[config.mk]
export PLATFORM = sky130hd
export DESIGN_NAME = mris_seq
export DESIGN_NICKNAME = d
export VERILOG_FILES = /design/src/mris_adder.v /design/src/mris_seq.v /design/src/mris_timing.v
export VERILOG_INCLUDE_DIRS = /design/src
export SDC_FILE = /design/constraint.sdc
export NUM_CORES = 1
export LEC_CHECK = 0
export ABC_AREA = 1
export BUFFER_PORTS_ARGS = -buffer_cell sky130_fd_sc_hd__buf_2
export CORE_ASPECT_RATIO = 0.6
export CORE_UTILIZATION = 58
export DETAILED_ROUTE_END_ITERATION = 6
export PLACE_DENSITY = 0.83
export RECOVER_POWER = 25
export SYNTH_ARGS = -nofsm -noshare
export SYNTH_HDL_FRONTEND = slang
export SYNTH_SLANG_ARGS = --single-unit
[constraint.sdc]
create_clock -name clk -period 9.27 [get_ports clk]
set_input_delay 0.927 -clock clk [delete_from_list [all_inputs] [get_ports clk]]
set_output_delay 0.927 -clock clk [all_outputs]
set_load 0.02 [all_outputs]
[src/mris_defs.vh]
// Constants for the memory reference instruction sequencer
`ifndef MRIS_DEFS_VH
`define MRIS_DEFS_VH

// Data path
`define MRIS_W           12
`define MRIS_OP_AND      3'h0
`define MRIS_OP_TAD      3'h1
`define MRIS_OP_ISZ      3'h2

// Major states
`define MRIS_MAJ_FETCH   2'h0
`define MRIS_MAJ_DEFER   2'h1
`define MRIS_MAJ_EXEC    2'h2
`define MRIS_MAJ_BREAK   2'h3

// Time states
`define MRIS_TS1         2'h0
`define MRIS_TS2         2'h1
`define MRIS_TS3         2'h2
`define MRIS_TS4         2'h3

// Timing
`define MRIS_CLK_MHZ     50
`define MRIS_TS_MIN_NS   40
`define MRIS_TS_CYCLES   ((`MRIS_TS_MIN_NS * `MRIS_CLK_MHZ + 999) / 1000)

// Register port offsets
`define MRIS_REG_ACC     3'h0
`define MRIS_REG_PC      3'h1
`define MRIS_REG_MA      3'h2
`define MRIS_REG_MB      3'h3
`define MRIS_REG_STATUS  3'h4
`define MRIS_REG_CTRL    3'h5
`define MRIS_REG_COUNT   3'h6

// Control register fields and reset values
`define MRIS_CTRL_RUN    11
`define MRIS_CTRL_RESET  12'h000
`define MRIS_WORD_RESET  12'h000

`endif

[src/mris_adder.v]
// Twelve-bit adder of the shared register gating network
`timescale 1ns/100ps
`default_nettype none
module mris_adder (
	// Operands, bit 0 is the most significant
	input  wire [0:11] add_a,
	input  wire [0:11] add_b,
	input  wire        carry_in,
	// Result
	output wire [0:11] sum,
	output wire        carry_out
);

	// Carry ripples from bit 11 up to bit 0
	assign {carry_out, sum} = {1'b0, add_a} + {1'b0, add_b} + {12'h000, carry_in};

endmodule
`default_nettype wire

[src/mris_seq.v]
// Memory reference instruction sequencer: major states and datapath
`timescale 1ns/100ps
`default_nettype none
`include "mris_defs.vh"
module mris_seq (
	// Clock and reset
	input  wire        clk,
	input  wire        rst_b,
	// Register port
	input  wire [2:0]  reg_addr,
	input  wire [0:11] reg_wdata,
	input  wire        reg_wr,
	input  wire        reg_rd,
	output reg  [0:11] reg_rdata,
	// Core memory
	output wire        mem_read,
	output wire [0:11] mem_addr,
	input  wire        mem_strobe,
	input  wire [0:11] mem_sense_data,
	output wire        mem_rewrite,
	output wire [0:11] mem_write_data,
	input  wire        mem_done,
	// Break logic
	input  wire        break_req,
	output reg         break_grant,
	input  wire        break_done,
	// Major state levels
	output wire        fetch_state,
	output wire        defer_state,
	output wire        execute_state
);

	reg  [0:11] accumulator;
	reg  [0:11] program_counter;
	reg  [0:11] mem_address_reg;
	reg  [0:11] mem_buffer_reg;
	reg  [0:11] sense_reg;
	reg  [0:2]  instr_reg;
	reg  [0:2]  exec_opcode;
	reg         skip_flag;
	reg  [1:0]  major;
	reg         run_ctl;
	reg  [0:11] instr_count;
	reg         timing_busy;

	wire [1:0]  time_state;
	wire        time_pulse_one;
	wire        time_pulse_two;
	wire        time_pulse_three;
	wire        time_pulse_four;
	wire        time_state_one;
	wire        time_state_two;
	wire        time_state_three;
	wire        time_state_four;
	wire        seq_run;
	wire        and_op;
	wire        twos_add_op;
	wire        incr_skip_zero_op;
	wire        page_select_bit;
	wire        indirect_bit;
	wire        in_fetch;
	wire        in_defer;
	wire        in_exec;
	wire        sw_access;
	wire [0:11] add_sum;
	wire        add_cout;
	wire [0:11] status_word;

	reg  [0:11] add_a;
	reg  [0:11] add_b;
	reg         add_cin;
	reg  [0:11] reg_bus;
	reg  [0:11] next_rdata;

	assign time_state_one = (time_state == `MRIS_TS1);
	assign time_state_two = (time_state == `MRIS_TS2);
	assign time_state_three = (time_state == `MRIS_TS3);
	assign time_state_four = (time_state == `MRIS_TS4);

	assign in_fetch = (major == `MRIS_MAJ_FETCH);
	assign in_defer = (major == `MRIS_MAJ_DEFER);
	assign in_exec = (major == `MRIS_MAJ_EXEC);
	// One code per major state, so two can never be active together
	assign fetch_state = in_fetch;
	assign defer_state = in_defer;
	assign execute_state = in_exec;

	// Latched at fetch so that the add reloading the opcode field keeps decoding
	assign and_op = (exec_opcode == `MRIS_OP_AND);
	assign twos_add_op = (exec_opcode == `MRIS_OP_TAD);
	assign incr_skip_zero_op = (exec_opcode == `MRIS_OP_ISZ);

	assign indirect_bit = mem_buffer_reg[3];
	assign page_select_bit = mem_buffer_reg[4];

	// Buffer always goes back to core, altered only by increment-skip
	assign mem_addr = mem_address_reg;
	assign mem_write_data = mem_buffer_reg;

	// Software may touch the datapath only while the processor is stopped
	// Writes during a cycle would race the load pulses of the running sequence
	assign sw_access = !run_ctl && !timing_busy;

	// Stop restarting memory at an instruction end that goes to break
	assign seq_run = run_ctl && (major != `MRIS_MAJ_BREAK) &&
		!(in_exec && break_req);

	assign status_word = {major, time_state, instr_reg, skip_flag,
		timing_busy, run_ctl, 2'h0};

	mris_timing u_timing (
		.clk              (clk),
		.rst_b            (rst_b),
		.run              (seq_run),
		.mem_strobe       (mem_strobe),
		.mem_done         (mem_done),
		.mem_read         (mem_read),
		.mem_rewrite      (mem_rewrite),
		.time_state       (time_state),
		.time_pulse_one   (time_pulse_one),
		.time_pulse_two   (time_pulse_two),
		.time_pulse_three (time_pulse_three),
		.time_pulse_four  (time_pulse_four)
	);

	mris_adder u_adder (
		.add_a     (add_a),
		.add_b     (add_b),
		.carry_in  (add_cin),
		.sum       (add_sum),
		.carry_out (add_cout)
	);

	// Source enables into the shared twelve-bit gating network
	// Only one source pair is enabled at a time; all others feed zeros
	always @* begin
		add_a = 12'h000;
		add_b = 12'h000;
		add_cin = 1'b0;
		if (in_fetch && time_state_one) begin
			add_a = mem_address_reg;
			add_cin = 1'b1;
		end else if (in_exec && time_state_two && incr_skip_zero_op) begin
			add_a = sense_reg;
			add_cin = 1'b1;
		end else if (in_exec && time_state_three && twos_add_op) begin
			add_a = accumulator;
			add_b = mem_buffer_reg;
		end else if (in_exec && time_state_three && incr_skip_zero_op) begin
			add_a = program_counter;
			add_cin = skip_flag;
		end
	end

	// AND takes the buffer below the adders, so no carry can reach it
	always @* begin
		if (in_exec && time_state_three && and_op)
			reg_bus = accumulator & mem_buffer_reg;
		else
			reg_bus = add_sum;
	end

	// Tracks whether a memory cycle is in flight
	// Cleared only at a final pulse four, so a stop never cuts a rewrite short
	always @(posedge clk or negedge rst_b) begin
		if (!rst_b)
			timing_busy <= 1'b0;
		else if (mem_read)
			timing_busy <= 1'b1;
		else if (time_pulse_four && !seq_run)
			timing_busy <= 1'b0;
	end

	// Sense register catches the word on the memory strobe
	// Sense lines are only valid while the strobe stands
	always @(posedge clk or negedge rst_b) begin
		if (!rst_b)
			sense_reg <= `MRIS_WORD_RESET;
		else if (mem_strobe)
			sense_reg <= mem_sense_data;
	end

	// Major state, skip flag and load pulses
	always @(posedge clk or negedge rst_b) begin
		if (!rst_b) begin
			accumulator <= `MRIS_WORD_RESET;
			program_counter <= `MRIS_WORD_RESET;
			mem_address_reg <= `MRIS_WORD_RESET;
			mem_buffer_reg <= `MRIS_WORD_RESET;
			instr_reg <= 3'h0;
			exec_opcode <= 3'h0;
			skip_flag <= 1'b0;
			major <= `MRIS_MAJ_FETCH;
			break_grant <= 1'b0;
			instr_count <= `MRIS_WORD_RESET;
		end else begin
			break_grant <= 1'b0;
			if (sw_access && reg_wr) begin
				case (reg_addr)
					`MRIS_REG_ACC: accumulator <= reg_wdata;
					`MRIS_REG_PC: program_counter <= reg_wdata;
					`MRIS_REG_MA: mem_address_reg <= reg_wdata;
					`MRIS_REG_COUNT: instr_count <= reg_wdata;
					default: ;
				endcase
			end
			if (time_pulse_one && in_fetch) begin
				program_counter <= reg_bus;
				// Stale skip from a stopped run must not reach the next execute
				skip_flag <= 1'b0;
			end
			if (time_pulse_two) begin
				case (major)
					`MRIS_MAJ_FETCH: begin
						instr_reg <= sense_reg[0:2];
						exec_opcode <= sense_reg[0:2];
						mem_buffer_reg <= sense_reg;
					end
					`MRIS_MAJ_DEFER: begin
						mem_buffer_reg <= sense_reg;
					end
					`MRIS_MAJ_EXEC: begin
						if (incr_skip_zero_op) begin
							mem_buffer_reg <= reg_bus;
							skip_flag <= add_cout;
						end else if (twos_add_op) begin
							mem_buffer_reg <= sense_reg;
							instr_reg <= sense_reg[0:2];
						end else begin
							mem_buffer_reg <= sense_reg;
						end
					end
					default: ;
				endcase
			end
			// Fetch third state has no load here for any decoded opcode
			if (time_pulse_three && in_exec) begin
				if (and_op || twos_add_op)
					accumulator <= reg_bus;
				// Address must hold until the rewrite lands in the same cell,
				// so only the counter moves now and reaches the address at pulse four, or at break end when a break is granted
				if (incr_skip_zero_op && skip_flag)
					program_counter <= reg_bus;
			end
			if (time_pulse_four) begin
				case (major)
					`MRIS_MAJ_FETCH: begin
						mem_address_reg[5:11] <= sense_reg[5:11];
						if (page_select_bit)
							mem_address_reg[0:4] <= sense_reg[0:4];
						else
							mem_address_reg[0:4] <= 5'h00;
						if (indirect_bit)
							major <= `MRIS_MAJ_DEFER;
						else
							major <= `MRIS_MAJ_EXEC;
					end
					`MRIS_MAJ_DEFER: begin
						// Pointer word read in this cycle becomes the operand address
						mem_address_reg <= mem_buffer_reg;
						major <= `MRIS_MAJ_EXEC;
					end
					`MRIS_MAJ_EXEC: begin
						instr_reg <= 3'h0;
						skip_flag <= 1'b0;
						instr_count <= instr_count + 12'h001;
						// Skip is only set by increment-skip, whose counter is already bumped
						if (!break_req && (!skip_flag || incr_skip_zero_op))
							mem_address_reg <= program_counter;
						if (break_req) begin
							major <= `MRIS_MAJ_BREAK;
							break_grant <= 1'b1;
						end else begin
							major <= `MRIS_MAJ_FETCH;
						end
					end
					default: ;
				endcase
			end
			// Break logic outside returns the machine to fetch
			// Address register may still point at the last operand
			if (major == `MRIS_MAJ_BREAK && break_done) begin
				major <= `MRIS_MAJ_FETCH;
				mem_address_reg <= program_counter;
			end
		end
	end

	// Control register
	// Run bit stays writable while running so software can stop the machine
	always @(posedge clk or negedge rst_b) begin
		if (!rst_b)
			run_ctl <= 1'b0;
		else if (reg_wr && reg_addr == `MRIS_REG_CTRL)
			run_ctl <= reg_wdata[`MRIS_CTRL_RUN];
	end

	// Read data stand only in the cycle after reg_rd
	// Zero elsewhere so a stale word is never mistaken for an answer
	always @* begin
		case (reg_addr)
			`MRIS_REG_ACC: next_rdata = accumulator;
			`MRIS_REG_PC: next_rdata = program_counter;
			`MRIS_REG_MA: next_rdata = mem_address_reg;
			`MRIS_REG_MB: next_rdata = mem_buffer_reg;
			`MRIS_REG_STATUS: next_rdata = status_word;
			`MRIS_REG_CTRL: next_rdata = {11'h000, run_ctl};
			`MRIS_REG_COUNT: next_rdata = instr_count;
			default: next_rdata = 12'h000;
		endcase
	end

	always @(posedge clk or negedge rst_b) begin
		if (!rst_b)
			reg_rdata <= 12'h000;
		else if (reg_rd)
			reg_rdata <= next_rdata;
		else
			reg_rdata <= 12'h000;
	end

endmodule
`default_nettype wire

[src/mris_timing.v]
// Time state and time pulse generator paced by the core memory
`timescale 1ns/100ps
`default_nettype none
`include "mris_defs.vh"
module mris_timing (
	// Clock and reset
	input  wire       clk,
	input  wire       rst_b,
	// Control
	input  wire       run,
	// Core memory handshake
	input  wire       mem_strobe,
	input  wire       mem_done,
	output reg        mem_read,
	output reg        mem_rewrite,
	// Time states and pulses
	output reg  [1:0] time_state,
	output wire       time_pulse_one,
	output wire       time_pulse_two,
	output wire       time_pulse_three,
	output wire       time_pulse_four
);

	localparam integer TS_CYC = `MRIS_TS_CYCLES;
	localparam [2:0] TS_LAST = TS_CYC[2:0] - 3'h1;

	reg       active;
	reg [2:0] cnt;
	reg       strobe_seen;
	wire      cnt_done;

	assign cnt_done = (cnt == TS_LAST);
	assign time_pulse_one = active && time_state == `MRIS_TS1 && cnt_done &&
		(strobe_seen || mem_strobe);
	assign time_pulse_two = active && time_state == `MRIS_TS2 && cnt_done;
	assign time_pulse_three = active && time_state == `MRIS_TS3 && cnt_done;
	// Memory done ends the cycle, never the counter
	assign time_pulse_four = active && time_state == `MRIS_TS4 && mem_done;

	always @(posedge clk or negedge rst_b) begin
		if (!rst_b) begin
			active <= 1'b0;
			cnt <= 3'h0;
			strobe_seen <= 1'b0;
			mem_read <= 1'b0;
			mem_rewrite <= 1'b0;
			time_state <= `MRIS_TS1;
		end else begin
			mem_read <= 1'b0;
			mem_rewrite <= 1'b0;
			if (!active) begin
				if (run) begin
					active <= 1'b1;
					time_state <= `MRIS_TS1;
					cnt <= 3'h0;
					mem_read <= 1'b1;
				end
			end else begin
				if (!cnt_done)
					cnt <= cnt + 3'h1;
				if (mem_strobe)
					strobe_seen <= 1'b1;
				if (time_pulse_one) begin
					strobe_seen <= 1'b0;
					cnt <= 3'h0;
					time_state <= `MRIS_TS2;
				end
				if (time_pulse_two) begin
					cnt <= 3'h0;
					time_state <= `MRIS_TS3;
				end
				if (time_pulse_three) begin
					mem_rewrite <= 1'b1;
					time_state <= `MRIS_TS4;
				end
				if (time_pulse_four) begin
					cnt <= 3'h0;
					time_state <= `MRIS_TS1;
					if (run)
						mem_read <= 1'b1;
					else
						active <= 1'b0;
				end
			end
		end
	end

endmodule
`default_nettype wire

# Word-level counts from Yosys, hierarchy flattened
# Cells that the tools add are included.
[word_totals]
latchBits = 0
mem_bits_ro = 0
input_bits = 35
out_inout_bits = 42
memories = 0
ramBits = 0
regBits = 105
[classes]
eq_ne = 18
n_reduce_logical = 54
addsub = 4
order_cmp = 0
div = 0
n_mul = 0
shift = 0
mux = 79
n_bitwise = 1
[op_table]
columns = ["operator", "n"]
rows = [
  ["12-bit 2-to-1 mux", 28],
  ["12-bit one-hot mux with 7 select lines", 1],
  ["12-bit one-hot mux with 3 select lines", 1],
  ["3-bit 2-to-1 mux", 11],
  ["1-bit logical AND", 28],
  ["1-bit 2-to-1 mux", 24],
  ["12-bit one-hot mux with 2 select lines", 1],
  ["2-bit 2-to-1 mux", 10],
  ["12-bit by 12-bit adder with 13-bit output", 1],
  ["13-bit by 1-bit adder with 13-bit output", 1],
  ["12-bit by 1-bit adder with 12-bit output, second input constant", 1],
  ["12-bit AND", 1],
  ["2-bit AND reduction", 6],
  ["5-bit != test, second input constant", 2],
  ["2-bit nonzero test", 5],
  ["3-bit by 1-bit equality test with 1-bit output, second input constant", 3],
  ["3-bit by 2-bit equality test with 1-bit output, second input constant", 3],
  ["3-bit equality test, second input constant", 3],
  ["2-bit equality test, second input constant", 4],
  ["1-bit zero test", 6],
  ["3-bit zero test", 2],
  ["2-bit one-hot mux with 3 select lines", 1],
  ["3-bit one-hot mux with 2 select lines", 1],
  ["5-bit 2-to-1 mux", 1],
  ["7 further kinds", 11],
]

# Logic depth before layout (Yosys ltp)
# Gate-level depths: netlist of run 1.
[depth]
word_depth = 14
depth_mapped = 23
ltp_nobuf = 22

# Modules after synthesis
# From an unflattened synthesis of run 1, not the netlist that was laid out.
[hier_totals]
cells_unflattened = 1068
hier_area_um2 = 7353.3
[modules_own_cells]
columns = ["mod", "n_inst", "area_each_um2", "cells_each"]
rows = [
  ["mris_seq", 1, 6092.1, 875],
  ["mris_adder", 1, 679.4, 122],
  ["mris_timing", 1, 581.8, 71],
]

# Worst setup path after synthesis of run 1
# Ideal clock, no wire load.
[synth_timing]
kind = "reg2reg"
startpoint = "reg major[0]"
endpoint = "reg accumulator[5] in the netlist's numbering"
arrival_ns = 3.385
setup_ns = 0.119
path_stages_with_launch = 23
synth_period_minus_slack_ns = 3.504
path_slack_ns = 5.766
path_cell_list = "dfrtp_1 inv_1 ha_1 buf_4 inv_1 nor2_4 nand2_1 inv_1 nand2_1 o221ai_1 a21oi_1 fa_1 fa_1 inv_1 nand3_1 nand3_1 nand2_1 nand2_1 nand2_1 nand3_1 nand2_1 o22ai_1 inv_1"
[synth_via]
elab_chain_len = 12
[synth_lines]
columns = ["element", "line", "rtl"]
rows = [
  ["start, declared", "mris_seq.v:41", "reg [1:0] major;"],
  ["start signal, assigned", "mris_seq.v:193", "major <= `MRIS_MAJ_FETCH;"],
  ["start signal, assigned", "mris_seq.v:254", "major <= `MRIS_MAJ_DEFER;"],
  ["start signal, assigned", "mris_seq.v:256", "major <= `MRIS_MAJ_EXEC;"],
  ["2-bit equality test *", "-", ""],
  ["named net execute_state", "mris_seq.v:30", "output wire execute_state"],
  ["1-bit logical AND", "mris_seq.v:146, mris_seq.v:149, mris_seq.v:157", ""],
  ["1-bit logical AND", "mris_seq.v:149", "end else if (in_exec && time_state_three && incr_skip_zero_op) begin"],
  ["12-bit 2-to-1 mux", "mris_seq.v:149", ""],
  ["12-bit 2-to-1 mux", "mris_seq.v:146", "end else if (in_exec && time_state_three && twos_add_op) begin"],
  ["12-bit 2-to-1 mux", "mris_seq.v:143", "end else if (in_exec && time_state_two && incr_skip_zero_op) begin"],
  ["12-bit 2-to-1 mux", "mris_seq.v:140", "if (in_fetch && time_state_one) begin"],
  ["12-bit by 12-bit adder with 13-bit output", "mris_adder.v:15", "assign {carry_out, sum} = {1'b0, add_a} + {1'b0, add_b} + {12'h000, carry_in};"],
  ["13-bit by 1-bit adder with 13-bit output", "mris_adder.v:15", ""],
  ["12-bit 2-to-1 mux", "mris_seq.v:157", "if (in_exec && time_state_three && and_op)"],
  ["12-bit 2-to-1 mux", "mris_seq.v:238", "if (and_op || twos_add_op)"],
  ["12-bit 2-to-1 mux *", "mris_seq.v:237", "if (time_pulse_three && in_exec) begin"],
  ["end signal, assigned", "mris_seq.v:186", "accumulator <= `MRIS_WORD_RESET;"],
  ["end signal, assigned", "mris_seq.v:200", "`MRIS_REG_ACC: accumulator <= reg_wdata;"],
  ["end signal, assigned", "mris_seq.v:239", "accumulator <= reg_bus;"],
  ["end, declared", "mris_seq.v:33", "reg [0:11] accumulator;"],
]
# Mark *: on every way through the listed nets, which the timed path passes. The rest lies on a longest branch.
# A chain may end at the register's enable or synchronous reset.

# Worst setup path after layout of run 1
[layout_timing]
startpoint = "reg major[0]"
endpoint = "reg mem_buffer_reg, in the netlist mem_write_data[3]"
[layout_via]
elab_chain_len = 12
[layout_lines]
columns = ["element", "line", "rtl"]
rows = [
  ["2-bit equality test", "mris_seq.v:213", "case (major)"],
  ["1-bit logical AND", "mris_seq.v:146, mris_seq.v:149, mris_seq.v:157", ""],
  ["1-bit logical AND", "mris_seq.v:149", ""],
  ["12-bit 2-to-1 mux", "mris_seq.v:149", ""],
  ["12-bit 2-to-1 mux", "mris_seq.v:146", ""],
  ["12-bit 2-to-1 mux", "mris_seq.v:143", ""],
  ["12-bit 2-to-1 mux", "mris_seq.v:140", ""],
  ["12-bit by 12-bit adder with 13-bit output", "mris_adder.v:15", ""],
  ["13-bit by 1-bit adder with 13-bit output", "mris_adder.v:15", ""],
  ["12-bit 2-to-1 mux", "mris_seq.v:157", ""],
  ["12-bit 2-to-1 mux", "mris_seq.v:223", "if (incr_skip_zero_op) begin"],
  ["12-bit one-hot mux with 2 select lines", "mris_seq.v:213", ""],
  ["end signal, assigned", "mris_seq.v:217", "mem_buffer_reg <= sense_reg;"],
  ["end signal, assigned", "mris_seq.v:224", "mem_buffer_reg <= reg_bus;"],
  ["end signal, assigned", "mris_seq.v:227", "mem_buffer_reg <= sense_reg;"],
  ["end, declared", "mris_seq.v:36", "reg [0:11] mem_buffer_reg;"],
]
# Parallel ways exist; a longest one is shown, timed or not.

==> flow_summary.toml, run 1 <==
[outcome]
status = "finished with violations"
violations = "DRC, capacitance limit, slew limit"

[synth]
syn-cell-area_um2 = 7210
yosysWarnings = 0
synth_ff_type = "dfrtp_1"
syn_inst = 1016
yosysSeqAreaShare_pct = 36.5
ys_ff_latch = 105
avgSynthCellArea_um2 = 7.09
synth_edf_count = 0
synthArstFlopShare_pct = 100
syn_nets = 1071
synth_cell_types = 48

[global_routing]
grt_start_max_net_pins = 76
grt_first_pass_wirelength_um = 35900
grt_overflow = 0
antenna_found_initial = 0
grt_usage_pct = 36.7
grt_pass1_vias = 6612

[timing]
rsz0062_at_grt = "no"
setup_slack_ns = 4.12
finalSetupTns_ns = 0
finalSetupViolCount = 0
hold_viol = 0
fmax_mhz = 194
relSlewSlack_pct = -9.02
worst_pin_slew_ns = 1.64
slew_viol_final = 32
clock_skew_ns = 0.00675
period_needed_ns = 5.15
min_period_over_period_pct = 55.6

[place]
dp_slack_ns = 4.32
dpl.hpwl_um = 18000
port_buffers = 76
placed_cell_area_um2 = 7620
place.gp.congestion = 1.02

[cells_and_area]
mostFrequentLayoutCell = "nand2_1"
fillCellCount = 1115
antenna_cells = 0
regArea_um2 = 2630
mostFrequentLayoutCells = "217 x nand2_1, 174 x inv_1, 105 x dfrtp_1"
drive_gt1_share_pct = 11.4
multi_input_area_um2 = 3670
final_core_util_pct = 65.3
fin_area_um2 = 7880
num-nets-final = 1127
area_growth_pct = 9.29

[detailed_routing]
drt-total-wl_um = 23400
first_pass_iters = 7
ant_nets = 0
drtIter0Drc = 1074
wire_per_inst_um = 18.9
vias = 7677
vias_per_cell = 6.18
drc_errors = 1

[power_and_ir_drop]
powerDensity_nw_per_um2 = 296
ir_drop_v = 0.000199
power.leakage_nw = 3.98
pwr-share-clk_pct = 16.5
seqPwrFrac_pct = 35.7
p_sw_mw = 1.13
switching_share_pct = 48.7
combPwrFrac_pct = 47.7
p_int_mw = 1.19

[setup_path]
cp.required_ns = 9.52
worstPathMaxFanout = 27
path_cells = "inv_1 > ha_1 > inv_1 > nor2_4 > nand2_1 > inv_1 > nand2_1 > o221ai_1 > a21oi_1 > fa_1 > fa_1 > inv_1 > nand3_1 > nand3_1 > nand3_1 > nand2_1 > nand2_1 > nand3_1 > nand3_1 > nand2_1 > nand2_1"
critPathMaxStageDelay_ns = 0.74
crit_path_frequent_cell = "nand2_1"
r2r_slack_ns = 4.12
start_kind = "register"
cp-end-kind = "register"
path_class = "register to register"
arrival_ns = 5.40
slowest_stage = "ha_1"

[floorplan]
die_h_um = 88.3
dieArea_um2 = 12900
start_util_pct = 59.7
core_area_um2 = 12100
die_x_um = 146
num_rows = 31
io_pins = 77

[clock_tree]
cts_sinks = 105
cts_hold_buf = 0
cts_buffers = 9
htreeDepth = 3
cts-resized-gates = 0
ctsRootBufferMaster = "clkbuf_16"
clk_pin_slew_ns = 0.07
clockBufferDepth = 2
cts_tree = "yes"
postCtsSetupBuffers = 0
clkLatencyLatePin_ns = 0.35

[job]
maxCapViolations = 1

[min_path]
worst_hold_path_type = "register to register"
==> per-stage QoR <==
step	power [mW]	hold slack, ns	instances
after CTS	2.30	0.510	1242
after global placement	1.89	0.497	1226
after floorplan	1.56	0.475	1016
after detailed placement	1.91	0.496	1226
after global routing	2.46	0.536	1242
final	2.33	0.512	1242
==> layout make-up <==
cell class | instances | share of cell area [%]
Multi-Input combinational cell | 691 | 46.6
Clock buffer | 12 | 3.00
Inverter | 188 | 9.06
Sequential cell | 105 | 33.4
Clock inverter | 4 | 0.683
Tap cell | 165 | 2.62
Timing Repair Buffer | 77 | 4.66
==> synthesized netlist by cell type (3+ instances only) <==
library cell | count | area share [%]
buf_2 | 12 | 0.83
nand2_1 | 216 | 11
nand2_2 | 9 | 0.78
o2111ai_1 | 3 | 0.36
nand3_2 | 3 | 0.42
buf_6 | 3 | 0.47
buf_4 | 4 | 0.42
a221oi_1 | 6 | 0.73
inv_1 | 172 | 9.0
nor2_1 | 69 | 3.6
ha_1 | 18 | 3.1
o21ai_0 | 91 | 6.3
a21oi_1 | 37 | 2.6
inv_2 | 14 | 0.73
o211ai_1 | 18 | 1.9
nor3_1 | 16 | 1.1
dfrtp_1 | 105 | 36
a21oi_2 | 3 | 0.36
o21ai_2 | 3 | 0.36
nand3_1 | 70 | 4.9
nor2_4 | 6 | 0.94
a31oi_1 | 19 | 1.6
clkbuf_1 | 11 | 0.57
nand3b_1 | 3 | 0.31
nand4_1 | 6 | 0.52
a211oi_1 | 3 | 0.31
nor2_2 | 5 | 0.43
o22ai_1 | 50 | 4.3
o21ai_1 | 14 | 0.97
==> critical path, delay by kind of cell, from the launching register on <==
| family | cells | cell delay (ns) |
|---|---|---|
| compound gates | 2 | 0.15 |
| simple gates | 12 | 1.96 |
| flops | 1 | 0.41 |
| buf+inv | 4 | 0.87 |
| fa+ha+maj | 3 | 1.65 |
==> power groups by stage <==
stage / sequential, mW / combinational, mW / clock, mW
floorplan: 0.841 / 0.716 / 0
global placement: 0.821 / 1.07 / 0
detailed placement: 0.826 / 1.09 / 0
CTS: 0.819 / 1.09 / 0.389
global route: 0.844 / 1.21 / 0.405
finish: 0.832 / 1.11 / 0.385
==> routing by layer <==
metal  part of all wire [%]  up-vias  global-route usage, %  wire (um)
li1                       -     3489                      -          -
met1                     43     3538                   54.2       9960
met2                     41      568                   53.5       9640
met3                     13       82                   8.09       3160
met4                    2.9        0                   11.9        670
met5                      0        -                      0          0
==> logic make-up (layout without fill, tap and decap cells) <==
| logic type | count (synthesis) | count (layout) | share of synthesized area [%] |
|---|---|---|---|
| buffers and inverters | 220 | 281 | 12.5 |
| adders and majority gates | 20 | 20 | 3.68 |
| xor gates and xnor gates | 3 | 3 | 0.365 |
| DFF | 105 | 105 | 36.5 |
| and+or+nand+nor | 409 | 409 | 25.5 |
| AOI/OAI and AO/OA | 259 | 259 | 21.5 |
==> path summary, 6_finish.rpt <==
check	from	end	depth (start not counted)
min in group asynchronous	rst_b	accumulator[8]$_DFF_PN0_	1
max reg2reg	major[0]$_DFFE_PN0P_	mem_write_data[3]$_DFFE_PN0P_	21
max in group asynchronous	rst_b	mem_addr[2]$_DFF_PN0_	2
max	major[0]$_DFFE_PN0P_	mem_write_data[3]$_DFFE_PN0P_	21
min	u_timing.mem_read$_DFF_PN0_	timing_busy$_DFFE_PN0P_	1
min reg2reg	u_timing.mem_read$_DFF_PN0_	timing_busy$_DFFE_PN0P_	1
Power figures use the tool's default switching activity.
==> inputs of run 2 (changes only) <==
Clock period 9.27 ns to 5.32 ns, I/O delays scaled along.
==> run 2 against run 1 <==
Effect of this change:
- the flow still finishes with violations (DRC, capacitance limit, slew limit)
- global-route usage up 1.5 points
- worst hold slack worse by 0.13 ns
- critical path depth rose by 1
- final cell count rose by 0.16%
- die area unchanged
- non-clock buffer count rose by 2
- clock skew barely moved
- register-to-register slack worse by 3.1 ns
- core utilization up 0.45 points
- largest power group unchanged
==> flow_summary.toml, run 2 (synthesis gave the netlist of run 1 again) <==
[outcome]
status = "finished with violations"
violations = "DRC, capacitance limit, slew limit"

[global_routing]
grt_first_pass_wirelength_um = 37500
grt_pass1_vias = 6849
grt_start_max_net_pins = 60
grt_overflow = 0
antenna_found_initial = 0
grt_usage_pct = 38.2

[floorplan]
core_area_um2 = 12100
die_h_um = 88.3
io_pins = 77
die_x_um = 146
num_rows = 31
dieArea_um2 = 12900
start_util_pct = 59.7

[setup_path]
start_kind = "register"
arrival_ns = 4.57
worstPathMaxFanout = 19
r2r_slack_ns = 1.0
path_cells = "inv_1 > ha_1 > buf_4 > inv_1 > nor2_4 > nand2_1 > inv_1 > nand2_1 > o221ai_1 > a21oi_1 > fa_1 > fa_1 > inv_1 > nand3_1 > nand3_1 > nand2_1 > nand2_1 > nand2_1 > nand3_1 > nand2_1 > nor2_1 > o21ai_1"
cp-end-kind = "register"
cp.required_ns = 5.57
r2r-end = "mem_write_data[5]$_DFFE_PN0P_"
critPathMaxStageDelay_ns = 0.48
ff2ff_path_depth = 22
path_class = "register to register"
crit_path_frequent_cell = "nand2_1"
slowest_stage = "fa_1"
r2r-start = "major[0]$_DFFE_PN0P_"

[timing]
setup_slack_ns = 0.997
rsz0062_at_grt = "no"
slew_viol_final = 60
hold_viol = 0
worst_pin_slew_ns = 3.21
fin_hold_ws_ns = 0.378
clock_skew_ns = 0.00661
min_period_over_period_pct = 81.3
finalSetupViolCount = 0
period_needed_ns = 4.32
finalSetupTns_ns = 0
fmax_mhz = 231
relSlewSlack_pct = -114

[cells_and_area]
regArea_um2 = 2630
num-nets-final = 1129
area_growth_pct = 10.0
drive_gt1_share_pct = 13.6
mostFrequentLayoutCell = "nand2_1"
antenna_cells = 0
mostFrequentLayoutCells = "216 x nand2_1, 172 x inv_1, 105 x dfrtp_1"
fillCellCount = 1113
multi_input_area_um2 = 3680

[clock_tree]
cts_sinks = 105
ctsRootBufferMaster = "clkbuf_16"
clk_pin_slew_ns = 0.08
postCtsSetupBuffers = 0
clockBufferDepth = 2
cts_hold_buf = 0
cts_tree = "yes"
cts_buffers = 9
htreeDepth = 3
cts-resized-gates = 0
clkLatencyLatePin_ns = 0.36

[detailed_routing]
first_pass_iters = 7
wire_per_inst_um = 19.1
vias = 7677
drtIter0Drc = 1219
drc_errors = 16
vias_per_cell = 6.17
drt-total-wl_um = 23800
ant_nets = 0

[job]
maxCapViolations = 1

[min_path]
worst_hold_path_type = "primary input to register"
holdPathEnd = "sense_reg[10]$_DFFE_PN0P_"
hold_path_depth = 3
min_from = "mem_sense_data[10]"

[power_and_ir_drop]
powerDensity_nw_per_um2 = 518
power.leakage_nw = 4.06
power.total_mw = 4.11
ir_drop_v = 0.000406

[place]
dpl.hpwl_um = 18000
port_buffers = 76
dp_slack_ns = 1.17
place.gp.congestion = 1.03
run 2: cell types whose count changed in the layout (fill, tap and decap cells not counted), sizes merged:
cell,previous run,this run
clkinv,2,3
inv,187,191
clkinvlp,2,0
clkbuf,29,11
buf,60,77
run 2: worst max path at each step:
stage	start	to	slack [ns]	cells after the start
2_1_floorplan	major[0]$_DFFE_PN0P_	accumulator[5]$_DFF_PN0_	1.82	22
3_5_place_dp	major[0]$_DFFE_PN0P_	mem_write_data[5]$_DFFE_PN0P_	1.17	22
3_3_place_gp	major[0]$_DFFE_PN0P_	program_counter[3]$_DFF_PN0_	1.34	22
6_report	major[0]$_DFFE_PN0P_	mem_write_data[5]$_DFFE_PN0P_	1.0	22
4_1_cts	major[0]$_DFFE_PN0P_	mem_write_data[5]$_DFFE_PN0P_	1.13	22
5_1_grt	major[0]$_DFFE_PN0P_	accumulator[5]$_DFF_PN0_	0.64	22
run 2: area by class of cell:
type	instances	area share (%)
well taps	165	2.60
repair buffers	79	5.05
clock buffers	9	2.84
multi-input cells	691	46.4
flip-flops and latches	105	33.1
inverters	188	8.99
clock inverters	7	0.947
run 2: stage by stage:
stage | area [um^2] | utilization [%] | std cells
floorplan | 7210 | - | 1016
finish | 7930 | 65.7 | 1244
global placement | 7630 | 63.3 | 1228
global route | 7930 | 65.7 | 1244
detailed placement | 7630 | 63.3 | 1228
CTS | 7930 | 65.8 | 1244
run 2: layer usage:
| layer | global-route usage, % | share of wire [%] | wire [um] |
|---|---|---|---|
| met3 | 10.3 | 13 | 3190 |
| met2 | 56.0 | 41 | 9830 |
| met5 | 0 | 0 | 0 |
| met4 | 12.0 | 2.5 | 602 |
| met1 | 55.1 | 43 | 10200 |
run 2: critical path: cells and delay by family (launching register included):
family / cells / cell delay [ns]
buffers and inverters: 5 / 0.96
AND/OR/NAND/NOR: 11 / 1.53
adder cells (fa/ha/maj): 3 / 1.08
flip-flops: 1 / 0.40
AO/OA/AOI/OAI: 3 / 0.23
run 2: power by group:
| group | total (mW) | leakage [nW] | switching, mW | internal (mW) |
|---|---|---|---|---|
| clock network | 0.705 | 0.151 | 0.334 | 0.371 |
| registers | 1.44 | 1.28 | 0.339 | 1.11 |
| logic | 1.96 | 2.63 | 1.34 | 0.620 |
==> inputs of run 3 (changes only) <==
Settings changed: CORE_UTILIZATION 58 to 54, PLACE_DENSITY 0.83 to 0.81.
Clock period 5.32 ns to 3.85 ns, I/O delays scaled along.
==> run 3 against run 2 <==
Effect of this change:
- the run ends with capacitance limit, slew limit left
- final cell count grew 0.96%
- non-clock buffer count grew 7
- flip-flop and latch count is the same
- clock power grew 40%
- fmax grew 20%
- die area grew 7.3%
- register-to-register slack lost 0.76 ns
- critical endpoint is now accumulator[5]$_DFF_PN0_
==> flow_summary.toml, run 3 (synthesis gave the netlist of run 1 again) <==
[place]
placed_cell_area_um2 = 7690
place.gp.congestion = 1.00
port_buffers = 76
dp.cells = 1240
dpl.hpwl_um = 18500

[cells_and_area]
area_growth_pct = 10.9
antenna_cells = 0
final_cells = 1256
multi_input_area_um2 = 3680
regArea_um2 = 2630
mostFrequentLayoutCell = "nand2_1"
num-nets-final = 1136
drive_gt1_share_pct = 14.2
fillCellCount = 1233
final_core_util_pct = 61.8
fin_area_um2 = 7990
mostFrequentLayoutCells = "216 x nand2_1, 171 x inv_1, 105 x dfrtp_1"

[detailed_routing]
vias_per_cell = 6.04
ant_nets = 0
first_pass_iters = 6
drtIter0Drc = 928
drt-total-wl_um = 24100
wire_per_inst_um = 19.2
highest_layer = "met4"
wl_met2_um = 9670
vias = 7591
wl_met1_um = 10700
drc_errors = 0
dr_wl_met3_um = 3070

[clock_tree]
clk_pin_slew_ns = 0.07
clkLatencyLatePin_ns = 0.36
cts_sinks = 105
clockBufferDepth = 2
postCtsSetupBuffers = 0
ctsRootBufferMaster = "clkbuf_16"
cts_buffers = 9
htreeDepth = 3
cts_tree = "yes"

[timing]
worst_pin_slew_ns = 2.31
finalSetupViolCount = 0
slew_viol_final = 43
fmax_mhz = 276
period_needed_ns = 3.62
finalSetupTns_ns = 0
relSlewSlack_pct = -54.2
rsz0062_at_grt = "no"
fin_hold_ws_ns = 0.236
clock_skew_ns = 0.00573
min_period_over_period_pct = 93.9
hold_viol = 0

[floorplan]
die_h_um = 91.5
core_area_um2 = 12900
io_pins = 77
num_rows = 32
die_x_um = 151
dieArea_um2 = 13800
start_util_pct = 55.7

[global_routing]
grt_start_max_net_pins = 43
grt_first_pass_wirelength_um = 37600
grt_pass1_vias = 6819
grt_usage_pct = 36.3
grt_overflow = 0
antenna_found_initial = 0

[setup_path]
cp-end-kind = "register"
crit_cells = 19
worstPathMaxFanout = 7
ff2ff_path_depth = 19
arrival_ns = 3.86
critical_path_buf_inv_count = 5
cp_top_family = "adder cells"
cp.required_ns = 4.10
slowest_stage = "fa_1"
start_kind = "register"
crit_path_frequent_cell = "nand2_1"
path_cells = "inv_1 > ha_1 > inv_1 > nor2_4 > nand2_1 > inv_2 > a211oi_1 > fa_1 > fa_1 > inv_1 > nand3_1 > nand3_1 > nand2_1 > nand2_1 > nand2_1 > nand3_1 > nand2_1 > o22ai_1 > inv_1"
critPathMaxStageDelay_ns = 0.51
path_class = "register to register"

[min_path]
worst_hold_path_type = "primary input to register"
hold_path_depth = 3

[outcome]
status = "finished with violations"
violations = "capacitance limit, slew limit"

[power_and_ir_drop]
powerDensity_nw_per_um2 = 715
power.leakage_nw = 4.09
ir_drop_v = 0.000429

[job]
maxCapViolations = 1
==> run 3: cell count changes in the layout (fill, tap and decap cells not counted) <==
cell        before  now
inv_6            4    0
clkbuf_2         0    2
inv_1          172  171
clkbuf_8         0    2
clkinv_2         2    1
inv_2           14   15
clkinvlp_4       0    1
buf_4            3    8
clkinv_4         1    2
clkbuf_1         2    3
==> run 3: final cells by class <==
type	count	area share [%]
Multi-Input combinational cell	691	46.1
Sequential cell	105	32.9
Inverter	188	8.93
Timing Repair Buffer	86	5.61
Clock buffer	12	3.21
Tap cell	170	2.66
Clock inverter	4	0.642
==> run 3: final timing paths <==
check,end,slack (ns),start
max,accumulator[5]$_DFF_PN0_,0.23,major[0]$_DFFE_PN0P_
min,sense_reg[4]$_DFFE_PN0P_,0.24,mem_sense_data[4]
max reg2reg,accumulator[5]$_DFF_PN0_,0.23,major[0]$_DFFE_PN0P_
min reg2reg,timing_busy$_DFFE_PN0P_,0.51,u_timing.mem_read$_DFF_PN0_
max in group asynchronous,timing_busy$_DFFE_PN0P_,1.26,rst_b
min in group asynchronous,sense_reg[8]$_DFFE_PN0P_,0.72,rst_b
==> run 3: metal layers <==
| metal | vias to the layer above | GRT usage (%) |
|---|---|---|
| li1 | 3507 | - |
| met2 | 537 | 50.5 |
| met1 | 3471 | 54.6 |
| met4 | 0 | 13.2 |
| met5 | - | 0 |
| met3 | 76 | 7.34 |
==> run 3: through the flow <==
step                      power, mW  worst slack (ns)
after floorplan                3.75             0.346
after global placement         4.59             0.428
after detailed placement       4.63             0.290
after CTS                      5.62             0.256
after global routing           6.05            0.0319
final                          5.71             0.233
==> run 3: worst register-to-register path, cell delays in order, from the launching register on <==
cell and delay (ns):
dfrtp_1 0.40, inv_1 0.13, ha_1 0.18, inv_1 0.12, nor2_4 0.14, nand2_1 0.24, inv_2 0.25, a211oi_1 0.10
fa_1 0.51, fa_1 0.47, inv_1 0.10, nand3_1 0.08, nand3_1 0.19, nand2_1 0.12, nand2_1 0.07, nand2_1 0.05
nand3_1 0.10, nand2_1 0.09, o22ai_1 0.11, inv_1 0.05
==> run 3: timing repair <==
| action | CTS | global route |
|---|---|---|
| hold buffers | 0 | 0 |
| resized for setup | 0 | 1 |
| setup endpoints to repair | 0 | 5 |
==> run 3: report_power, final <==
part           total [mW]  internal (mW)  switching [mW]
logic                2.73          0.874            1.85
clock network       0.984          0.542           0.443
registers            2.00           1.53           0.470
total                5.71           2.94            2.77
